### src/inc/boot_ctrl_pkg.sv
// Purpose: Shared constants and carriers for the dual subsystem memory and
//          boot control block.
// Assumes: 16-bit data words, 18-bit external program addresses.
// Notes: Register offsets are byte addresses on a 32-bit APB.
package boot_ctrl_pkg;

  // APB register offsets.
  localparam logic [7:0] processor_mode_status_a_off = 8'h00;
  localparam logic [7:0] processor_mode_status_b_off = 8'h04;
  localparam logic [7:0] status_off = 8'h08;
  localparam logic [7:0] ctrl_off = 8'h0C;

  // Mode register field positions.
  localparam int vec_ptr_lsb = 7;
  localparam int map_sel_bit = 6;
  localparam int overlay_bit = 5;
  localparam int data_view_bit = 3;

  // Mode register reset value apart from the strapped map select bit.
  localparam logic [15:0] processor_mode_status_reset = 16'hFF80;

  // Address map bounds, 18-bit program and 16-bit data.
  localparam logic [15:0] dual_lo = 16'h0060;
  localparam logic [15:0] dual_hi = 16'h3FFF;
  localparam logic [15:0] sa1_lo = 16'h4000;
  localparam logic [15:0] sa1_hi = 16'h7FFF;
  localparam logic [15:0] sa2_lo = 16'h8000;
  localparam logic [17:0] pgm_only1_lo = 18'h18000;
  localparam logic [17:0] pgm_only1_hi = 18'h1FFFF;
  localparam logic [17:0] pgm_only2_lo = 18'h2F000;
  localparam logic [17:0] pgm_only2_hi = 18'h2FFFF;
  localparam logic [17:0] reset_vector = 18'h0FF80;
  localparam logic [15:0] release_addr = 16'h002F;

  // Host port wait after its reset rises.
  localparam int host_wait_cycles = 3;

  // One memory request from a subsystem core.
  typedef struct packed {
    logic valid;
    logic [1:0] space;   // 0 program, 1 data, 2 io
    logic write;
    logic [17:0] addr;
  } mem_req_type;

  // Routing result for one request.
  typedef struct packed {
    logic internal;
    logic external;
    logic io_strobe;
  } mem_route_type;

  localparam logic [1:0] space_prog = 2'h0;
  localparam logic [1:0] space_data = 2'h1;
  localparam logic [1:0] space_io = 2'h2;

  typedef enum logic [1:0] {
    core_held = 2'b00,
    core_fetch = 2'b01,
    core_run = 2'b10
  } core_state_type;

endpackage

### src/hw/boot_ctrl.sv
// Purpose: Memory map decode, shared interface ownership and reset/boot
//          sequencing for two processor subsystems.
// Assumes: All pins but rst synchronous to clk; APB slave for mode registers.
// Notes: Core internals are outside; this block routes and sequences.
`timescale 1ns/1ns

// Overview of operation
// - Each subsystem: program, data, io spaces.
// - Dual access RAM in data space.
// - Low single RAM overlays program when enabled.
// - Upper single RAM joins data when viewed.
// - Two program ranges never served as data.
// - Four program pages on eighteen address lines.
// - Data outside on-chip RAM goes external.
// - Owner I/O accesses raise io space strobe in memory mode.
// - Owner select low gives A, high B.
// - Interface select high memory, low host port.
// - Mode register holds pointer, map, overlay, view.
// - Map select routes upper program page half.
// - Overlay and view bits map RAM blocks.
// - Map select strapped from pins at reset.
// - Subsystem resets; A also resets clock mode.
// - Cores fetch reset vector at FF80.
// - Write to 2F releases selected held subsystem.
// - Master loads slave through its host port.
// - Lockstep boot forbids external writes.
module boot_ctrl
  import boot_ctrl_pkg::*;
(
  input wire logic clk,
  input wire logic rst,
  input wire logic psel,
  input wire logic penable,
  input wire logic pwrite,
  input wire logic [7:0] paddr,
  input wire logic [31:0] pwdata,
  output logic [31:0] prdata,
  output logic pready,
  output logic pslverr,
  input wire logic external_memory_interface_owner_select,
  input wire logic external_memory_interface_hpi_select,
  input wire logic host_port_mux_mode,
  input wire logic subsystem_a_reset_n,
  input wire logic subsystem_b_reset_n,
  input wire logic host_port_reset_n,
  input wire logic host_write,
  input wire logic [15:0] host_addr,
  input wire boot_ctrl_pkg::mem_req_type req_a,
  input wire boot_ctrl_pkg::mem_req_type req_b,
  output boot_ctrl_pkg::mem_route_type route_a,
  output boot_ctrl_pkg::mem_route_type route_b,
  output logic ext_valid,
  output logic ext_write,
  output logic [17:0] ext_addr,
  output logic ext_is_io,
  output logic io_space_strobe,
  output logic host_port_active,
  output logic host_port_ready,
  output logic core_a_running,
  output logic core_b_running,
  output logic [17:0] core_a_fetch_addr,
  output logic [17:0] core_b_fetch_addr,
  output logic clock_bypass
);

  typedef struct packed {
    logic [15:0] processor_mode_status_a;
    logic [15:0] processor_mode_status_b;
    core_state_type st_a;
    core_state_type st_b;
    logic [1:0] host_cnt;
    logic host_ready;
    logic hrst_q;
    logic a_rst_q;
    logic b_rst_q;
    logic soft_hold_a;
    logic soft_hold_b;
    logic lockstep;
    logic strapped;
    logic clk_bypass;
    logic ext_wr_err;
    logic [31:0] rdata;
  } state_type;

  state_type r;
  state_type next_r;
  mem_route_type ra;
  mem_route_type rb;
  logic apb_access;
  logic addr_ok;
  logic [15:0] d16;

  // Decode one request against a mode register; shared by both cores.
  function automatic mem_route_type decode(input mem_req_type q,
                                           input logic [15:0] pm);
    mem_route_type o;
    logic [15:0] lo;
    logic hit;
    o = '0;
    lo = q.addr[15:0];
    hit = 1'b0;
    case (q.space)
      space_prog:
      begin
        if ((q.addr >= pgm_only1_lo && q.addr <= pgm_only1_hi) ||
            (q.addr >= pgm_only2_lo && q.addr <= pgm_only2_hi))
          hit = 1'b1;
        else if (lo >= sa2_lo)
          hit = ~pm[map_sel_bit];
        else if (q.addr[17:16] == 2'h0 && lo >= dual_lo && lo <= sa1_hi)
          hit = pm[overlay_bit];
        o.internal = q.valid & hit;
        o.external = q.valid & ~hit;
      end
      space_data:
      begin
        if (lo >= dual_lo && lo <= sa1_hi)
          hit = 1'b1;
        else if (lo >= sa2_lo)
          hit = pm[data_view_bit];
        o.internal = q.valid & hit;
        o.external = q.valid & ~hit;
      end
      space_io:
      begin
        o.external = q.valid;
        o.io_strobe = q.valid;
      end
      default:
      begin
        o = '0;
      end
    endcase
    return o;
  endfunction

  // Routing of each core, gated by its run state.
  // Per-subsystem map
  assign ra = (r.st_a != core_held) ? decode(req_a, r.processor_mode_status_a) : '0;
  assign rb = (r.st_b != core_held) ? decode(req_b, r.processor_mode_status_b) : '0;
  assign route_a = ra;
  assign route_b = rb;

  // Shared pins: only the owner reaches them; valid, write and io strobe only in memory mode.
  // Owner gating
  always_comb
  begin
    mem_req_type own;
    mem_route_type orr;
    own = external_memory_interface_owner_select ? req_b : req_a;
    orr = external_memory_interface_owner_select ? rb : ra;
    ext_valid = external_memory_interface_hpi_select & orr.external;
    ext_write = external_memory_interface_hpi_select & orr.external & own.write & ~r.lockstep;
    ext_addr = own.addr;
    ext_is_io = orr.io_strobe;
    io_space_strobe = external_memory_interface_hpi_select & orr.io_strobe;
  end

  assign host_port_active = ~external_memory_interface_hpi_select;
  assign host_port_ready = r.host_ready;
  assign core_a_running = (r.st_a == core_run);
  assign core_b_running = (r.st_b == core_run);
  assign core_a_fetch_addr = (r.st_a == core_fetch) ? reset_vector : '0;
  assign core_b_fetch_addr = (r.st_b == core_fetch) ? reset_vector : '0;
  assign clock_bypass = r.clk_bypass;
  assign prdata = r.rdata;
  assign pready = 1'b1;
  assign apb_access = psel & penable;
  assign addr_ok = (paddr == processor_mode_status_a_off) || (paddr == processor_mode_status_b_off) ||
                   (paddr == status_off) || (paddr == ctrl_off);
  assign pslverr = apb_access & ~addr_ok;
  assign d16 = pwdata[15:0];

  // Next state: straps, reset sequencing, register writes and reads.
  always_comb
  begin
    logic map_a;
    logic map_b;
    logic host_rise;
    logic rel_write;
    next_r = r;
    map_a = 1'b0;
    map_b = 1'b0;
    host_rise = host_port_reset_n & ~r.hrst_q;
    rel_write = r.host_ready & host_write & (host_addr == release_addr) &
                ~external_memory_interface_hpi_select;
    next_r.hrst_q = host_port_reset_n;
    next_r.a_rst_q = subsystem_a_reset_n;
    next_r.b_rst_q = subsystem_b_reset_n;
    if (!external_memory_interface_hpi_select)
    begin
      map_a = 1'b0;
      map_b = 1'b0;
    end
    else if (!host_port_mux_mode)
    begin
      map_a = 1'b1;
      map_b = 1'b1;
    end
    else
    begin
      map_a = ~external_memory_interface_owner_select;
      map_b = external_memory_interface_owner_select;
    end
    if (!r.strapped)
    begin
      next_r.processor_mode_status_a[map_sel_bit] = map_a;
      next_r.processor_mode_status_b[map_sel_bit] = map_b;
      next_r.strapped = 1'b1;
    end
    if (!host_port_reset_n)
    begin
      next_r.host_cnt = '0;
      next_r.host_ready = 1'b0;
    end
    else if (!r.host_ready)
    begin
      if (r.host_cnt == 2'(host_wait_cycles - 1))
        next_r.host_ready = 1'b1;
      else
        next_r.host_cnt = r.host_cnt + 2'h1;
    end
    // Resets high at host port release
    if (host_rise && subsystem_a_reset_n && subsystem_b_reset_n)
    begin
      if (external_memory_interface_hpi_select && !host_port_mux_mode)
        next_r.lockstep = 1'b1;
      else
      begin
        next_r.soft_hold_a = 1'b1;
        next_r.soft_hold_b = 1'b1;
      end
    end
    if (rel_write)
    begin
      if (external_memory_interface_owner_select)
        next_r.soft_hold_b = 1'b0;
      else
        next_r.soft_hold_a = 1'b0;
    end
    case (r.st_a)
      core_held:
        if (subsystem_a_reset_n && r.a_rst_q && !next_r.soft_hold_a &&
            host_port_reset_n)
          next_r.st_a = core_fetch;
      core_fetch:
        next_r.st_a = core_run;
      core_run:
        next_r.st_a = core_run;
      default:
        next_r.st_a = core_held;
    endcase
    case (r.st_b)
      core_held:
        if (subsystem_b_reset_n && r.b_rst_q && !next_r.soft_hold_b &&
            host_port_reset_n)
          next_r.st_b = core_fetch;
      core_fetch:
        next_r.st_b = core_run;
      core_run:
        next_r.st_b = core_run;
      default:
        next_r.st_b = core_held;
    endcase
    // Subsystem reset clears state; A also clock bypass
    if (!subsystem_a_reset_n)
    begin
      next_r.st_a = core_held;
      next_r.processor_mode_status_a = processor_mode_status_reset;
      next_r.processor_mode_status_a[map_sel_bit] = map_a;
      next_r.clk_bypass = 1'b1;
      next_r.lockstep = 1'b0;
    end
    else if (r.st_a == core_run)
      next_r.clk_bypass = 1'b0;
    if (!subsystem_b_reset_n)
    begin
      next_r.st_b = core_held;
      next_r.processor_mode_status_b = processor_mode_status_reset;
      next_r.processor_mode_status_b[map_sel_bit] = map_b;
    end
    // Lockstep write attempts are flagged for software.
    if (r.lockstep && ext_valid && (external_memory_interface_owner_select ? req_b.write :
        req_a.write))
      next_r.ext_wr_err = 1'b1;
    if (apb_access && pwrite)
    begin
      case (paddr)
        processor_mode_status_a_off:
          next_r.processor_mode_status_a = d16;
        processor_mode_status_b_off:
          next_r.processor_mode_status_b = d16;
        ctrl_off:
        begin
          if (pwdata[0])
            next_r.ext_wr_err = 1'b0;
          if (pwdata[1])
            next_r.lockstep = 1'b0;
        end
        default:
          next_r.rdata = r.rdata;
      endcase
    end
    // Readback, captured in the setup cycle so data is valid at access.
    if (psel && !penable && !pwrite)
    begin
      case (paddr)
        processor_mode_status_a_off:
          next_r.rdata = {16'h0000, r.processor_mode_status_a};
        processor_mode_status_b_off:
          next_r.rdata = {16'h0000, r.processor_mode_status_b};
        status_off:
          next_r.rdata = {22'h000000, r.ext_wr_err, r.lockstep,
                          r.soft_hold_b, r.soft_hold_a, r.host_ready,
                          r.clk_bypass, r.st_b, r.st_a};
        ctrl_off:
          next_r.rdata = 32'h00000000;
        default:
          next_r.rdata = 32'h00000000;
      endcase
    end
    // Error flag set wins over a same-cycle clear.
    if (r.lockstep && ext_valid && (external_memory_interface_owner_select ? req_b.write :
        req_a.write))
      next_r.ext_wr_err = 1'b1;
  end

  // State register; strap bits are taken by the clocked process after
  // release since an async reset may only load constants.
  always_ff @(posedge clk or posedge rst)
  begin
    if (rst)
    begin
      r <= '{processor_mode_status_a: processor_mode_status_reset, processor_mode_status_b: processor_mode_status_reset, st_a: core_held,
             st_b: core_held, clk_bypass: 1'b1, rdata: 32'h00000000,
             default: 1'b0};
    end
    else
    begin
      r <= next_r;
    end
  end

endmodule

### config.mk
export PLATFORM = sky130hd
export DESIGN_NAME = boot_ctrl
export DESIGN_NICKNAME = d
export VERILOG_FILES = /design/src/inc/boot_ctrl_pkg.sv /design/src/hw/boot_ctrl.sv
export SDC_FILE = /design/constraint.sdc
export NUM_CORES = 1
export LEC_CHECK = 0
export ABC_AREA = 1
export BUFFER_PORTS_ARGS = -buffer_cell sky130_fd_sc_hd__clkbuf_2
export CAP_MARGIN = 20
export CORE_ASPECT_RATIO = 0.5
export CORE_UTILIZATION = 40
export DETAILED_ROUTE_END_ITERATION = 8
export PLACE_DENSITY = 0.78
export SLEW_MARGIN = 10
export SYNTH_ARGS = -nofsm -noshare
export SYNTH_HDL_FRONTEND = slang
export SYNTH_SLANG_ARGS = --single-unit
### constraint.sdc
create_clock -name clk -period 2.8 [get_ports clk]
set_input_delay 0.56 -clock clk [delete_from_list [all_inputs] [get_ports clk]]
set_output_delay 0.56 -clock clk [all_outputs]
set_load 0.02 [all_outputs]
Word-level counts from Yosys, hierarchy flattened
Index checks and enable logic that the tools add are counted.
{"block": "totals", "register_bits": 80, "latch_bits": 0, "ram_bits": 0, "rom_bits": 0, "in_bits": 112, "out_inout_bits": 103, "word_cells": 191, "mem_count": 0}
{"block": "op_classes", "add_sub_neg": 1, "n_mul": 0, "div_mod_pow": 0, "order_cmp": 14, "n_eq_ne": 18, "shift": 0, "muxes": 67, "bitwise_logic": 29, "n_reduce_logical": 46}
{"op": "16-bit 2-to-1 mux", "count": 6}
{"op": "32-bit 2-to-1 mux", "count": 2}
{"op": "16-bit case mux with 3 select lines", "count": 1}
{"op": "1-bit 2-to-1 mux", "count": 37}
{"op": "18-bit by 17-bit greater-or-equal comparator with 1-bit output (second input constant)", "count": 2}
{"op": "18-bit greater-or-equal comparator (second input constant)", "count": 2}
{"op": "18-bit by 17-bit <= comparator with 1-bit output (second input constant)", "count": 2}
{"op": "18-bit <= comparator (second input constant)", "count": 2}
{"op": "33-bit 2-to-1 mux", "count": 1}
{"op": "16-bit greater-or-equal comparator (second input constant)", "count": 2}
{"op": "16-bit by 7-bit greater-or-equal comparator with 1-bit output (second input constant)", "count": 2}
{"op": "16-bit by 15-bit <= comparator with 1-bit output (second input constant)", "count": 2}
{"op": "1-bit logical AND", "count": 24}
{"op": "19-bit 2-to-1 mux", "count": 1}
{"op": "1-bit AND", "count": 18}
{"op": "16-bit by 6-bit equality test with 1-bit output (second input constant)", "count": 1}
{"op": "8-bit by 4-bit equality test with 1-bit output (second input constant)", "count": 2}
{"op": "2-bit 2-to-1 mux", "count": 8}
{"op": "3-bit 2-to-1 mux", "count": 5}
{"op": "2-bit zero test", "count": 6}
{"op": "1-bit NOT", "count": 11}
{"op": "2-bit equality test (second input constant)", "count": 5}
{"op": "2-bit by 1-bit equality test with 1-bit output (second input constant)", "count": 4}
{"op": "8-bit by 3-bit equality test with 1-bit output (second input constant)", "count": 1}
{"op": "other kinds (13)", "count": 28}

Depth between registers and ports, before layout
{"block": "logic_depth", "word_depth": 20, "depth_mapped": 10, "mapped_depth_nobuf": 10}

Least setup slack after synthesis
No wires, ideal clock.
{"block": "synth_timing", "path_type": "register to output", "startpoint": "reg r[44] in the netlist's numbering", "endpoint": "out ext_write", "arrival_time_ns": 2.197, "setup_slack_ns": 0.043, "path_stages_with_launch": 8, "path_buffers": 0, "cell_sequence": "dfrtp_1 -> inv_1 -> ha_1 -> nor4_1 -> nor2_1 -> a21oi_1 -> nand3_1 -> nor2_1"}
{"block": "synth_via", "elab_chain_len": 6}
{"element": "from (decl)", "line_no": "boot_ctrl.sv:85", "rtl": "state_type r;"}
{"element": "from (signal assigned)", "line_no": "boot_ctrl.sv:334", "rtl": "r <= '{processor_mode_status_a: processor_mode_status_reset, processor_mode_status_b: processor_mode_status_re ..."}
{"element": "from (signal assigned)", "line_no": "boot_ctrl.sv:340", "rtl": "r <= next_r;"}
{"element": "2-bit nonzero test", "line_no": "boot_ctrl.sv:140", "rtl": "assign rb = (r.st_b != core_held) ? decode(req_b, r.processor_mode_status_b) : '0;"}
{"element": "3-bit 2-to-1 mux", "line_no": "boot_ctrl.sv:140"}
{"element": "2-bit 2-to-1 mux", "line_no": "boot_ctrl.sv:151", "rtl": "orr = external_memory_interface_owner_select ? rb : ra;"}
{"element": "1-bit AND (3 in a row)", "line_no": "boot_ctrl.sv:153", "rtl": "ext_write = external_memory_interface_hpi_select & orr.external & own.write & ~r.lockstep;"}
{"element": "to (decl)", "line_no": "boot_ctrl.sv:53", "rtl": "output logic ext_write,"}
Every way passes these cells.

Worst setup path after layout
Ends and elaborated chain as after synthesis.

==> reports/summary.txt <==
YS warnings -> 0
Crit path DAT -> 2040 ps
Post-Route Setup TNS -> 0 ps
Vias in the first global route -> 3797
Asr flop ratio synth -> 100.0%
Max frequency -> 384.5 MHz
Die Wd -> 147.1 um
Post-synthesis cell type count -> 43
Cell row count -> 26
Layout Nets -> 821
Register area share after synthesis -> 38.58%
Largest net degree at the start of global routing -> 42
Synth top area cells -> dfrtp_1 (27%), buf_4 (12%), dfstp_2 (12%)
WS Path Type -> register to output port
DR vias/cell -> 4.741
# IOs -> 215
Synth Instances -> 571
Final HPWL DP -> 8011 um
CTS H-tree depth -> 3
First-pass GRT wire length -> 17150 um
CTS Hold Bufs -> 0
Die Height -> 74.57 um
Mapped Avg Cell Area -> 7.378 um2
Core region area -> 0.01021 mm2
DRT Pass-1 Iters -> 7
Fin util -> 49.94%
# fillers -> 958
Fin Hold WS -> 380.0 ps
Clock slew at reported path FFs -> 50 ps
Clock period minus worst slack -> 2601 ps
Pwr/cell area -> 484.0 mW/mm2
Worst Setup Start Kind -> register
Total GRT Usage -> 19.94%
Hold crit path type -> input port to async pin
Post-DR wirelength/cell -> 12.48 um
Timing startpoint of the critical path -> r[44]
Resize count post-CTS -> 0
# Max-Cap Violations -> 0
# setup viols final -> 0
Clk root buf -> clkbuf_16
Status -> finished, violations left
Tot Pwr -> 2.469 mW
Synth Flop Type -> dfrtp_1
Max Slew Vio Count -> 0
Failing checks -> DRC
Inst Count DP -> 831
Required time worst endpoint -> 2240 ps
Worst Clk Skew -> 7.976 ps
TritonCTS clock tree -> done
Layout area overhead -> 21.09%
Ant. Diodes -> 0
Initial DRC count -> 203
Post-CTS Setup Repair Bufs -> 0
Remaining global-route overflow -> 0
Post-synth EDFFs -> 0
Crit Path Max Fanout -> 4
Starting Density -> 41.24%
Peak supply drop -> 0.3129 mV
Least-Margin Pin Slew -> 815.5 ps
Netlist Area Pre-Place -> 0.004213 mm2
Final Hold Vio Count -> 0
Cell taking the most area after synthesis -> dfrtp_1
DRC violations left -> 3
Crit end category -> output port
Clock Path Buffers -> 2
Skew-Pair Late Insertion Delay -> 330 ps
Relative slew slack -> 45.56%
Share of the synthesized area in the top cell type -> 26.73%
Initial antenna violation count -> 0
Non-Filler Instances -> 847
DRT antenna net count -> 0
GPL Wtd Cong -> 0.8389
Clk sinks -> 64
Worst flop-to-flop path startpoint -> r[44]
Port Buf Inserts -> 163
Crit share post-route -> 92.90%
Flops & latches, synth -> 64
Die ar. -> 0.01097 mm2
Leak pwr -> 2.880 nW
Share of cells above drive strength 1 -> 31.40%
Unrepaired setup endpoints after global routing -> false
Detailed Route WL -> 10570 um
Detailed-route via count -> 4016
Cts bufs inserted -> 9
[power breakdown]
group          total [mW]  leakage [nW]  internal, mW  switching, mW
Sequential          0.969         0.803         0.951         0.0180
Combinational       0.360          1.92         0.120          0.241
Clock                1.14         0.156         0.758          0.381
Total                2.47          2.88          1.83          0.640
[routing by layer]
metal	track usage (%)	part of all wire, %	up-vias
met5	0	0	-
met4	9.278	2.8	0
met3	5.092	5.5	29
met2	37.95	52	152
met1	21.43	40	1870
li1	-	-	1965
[metrics by stage]
| step | setup slack [ps] | area (um2) |
|---|---|---|
| after floorplan | 42.75 | 4340 |
| after global placement | 504.3 | 4785 |
| after detailed placement | 445.8 | 4785 |
| after CTS | 97.73 | 5095 |
| after global routing | 30.03 | 5101 |
| final | 198.9 | 5101 |
[sequential cells by signal, indices dropped and copies added (netlist names)]
signal           flops
clock_bypass         1
host_port_ready      1
prdata              16
r                   46
[cell usage after synthesis (3+ instances only)]
master,n
nand2_1,131
inv_1,87
buf_4,69
dfrtp_1,45
nand3_1,42
o21ai_0,38
nor2_1,30
dfstp_2,19
o21ai_1,17
a21oi_1,14
clkbuf_1,7
ha_1,7
nand4_1,6
o21ai_2,6
buf_2,5
nor3_1,5
nor4_1,5
o22ai_1,5
buf_6,3
nor3_2,3
[cells by family after synthesis]
family                     synth area share, %
and+or+nand+nor                          24.65
buffers and inverters                    22.25
AOI/OAI and AO/OA                        12.06
DFF                                      38.58
adders and majority gates                2.079
other                                   0.1783
xor gates and xnor gates                0.2079
[worst paths after layout]
kind / end / slack [ps] / depth (start not counted)
max in group asynchronous: clock_bypass / 1690 / 3
setup / recovery: ext_write / 200 / 8
min in group clk: r[40] / 400 / 1
hold reg to reg: prdata[14] / 480 / 2
hold / removal: r[43] / 380 / 2
setup reg to reg: r[32] / 1140 / 7
[layout make-up]
| type | instances | area (um2) | area share [%] |
|---|---|---|---|
| multi-input combinational | 368 | 1784 | 34.98 |
| sequential | 64 | 1625 | 31.86 |
| timing repair buffer | 171 | 875.8 | 17.17 |
| inverter | 88 | 330.3 | 6.475 |
| clock buffer | 13 | 270.3 | 5.298 |
| tap | 140 | 175.2 | 3.434 |
| clock inverter | 3 | 40.04 | 0.7849 |
[worst max-delay path: stages, from the launching register on]
cell      delay, ps
dfrtp_1         340
inv_1            90
ha_1            250
nor4_2          340
nor2_1          110
a21oi_1         210
nand3_1          90
nor2_1          100
clkbuf_2        180
[cell usage in the layout (no fill, tap or decap), types with 2 or more instances in the layout]
| master | instances |
|---|---|
| o21ai_1 | 17 |
| ha_1 | 7 |
| inv_2 | 2 |
| dfstp_2 | 19 |
| clkbuf_8 | 3 |
| inv_1 | 86 |
| nand4_1 | 6 |
| nor4_1 | 4 |
| dfrtp_1 | 45 |
| nor3_2 | 3 |
| nand2b_1 | 2 |
| nor3_1 | 5 |
| o21ai_0 | 38 |
| buf_4 | 8 |
| nor2_1 | 30 |
| nand2_1 | 131 |
| clkbuf_16 | 9 |
| o21ai_2 | 6 |
| nand3_1 | 42 |
| clkbuf_2 | 163 |
| a31oi_1 | 2 |
| a21oi_1 | 14 |
| o22ai_1 | 5 |
| conb_1 | 36 |
| clkinv_2 | 2 |
| a21boi_0 | 2 |
Power figures use the tool's default switching activity.
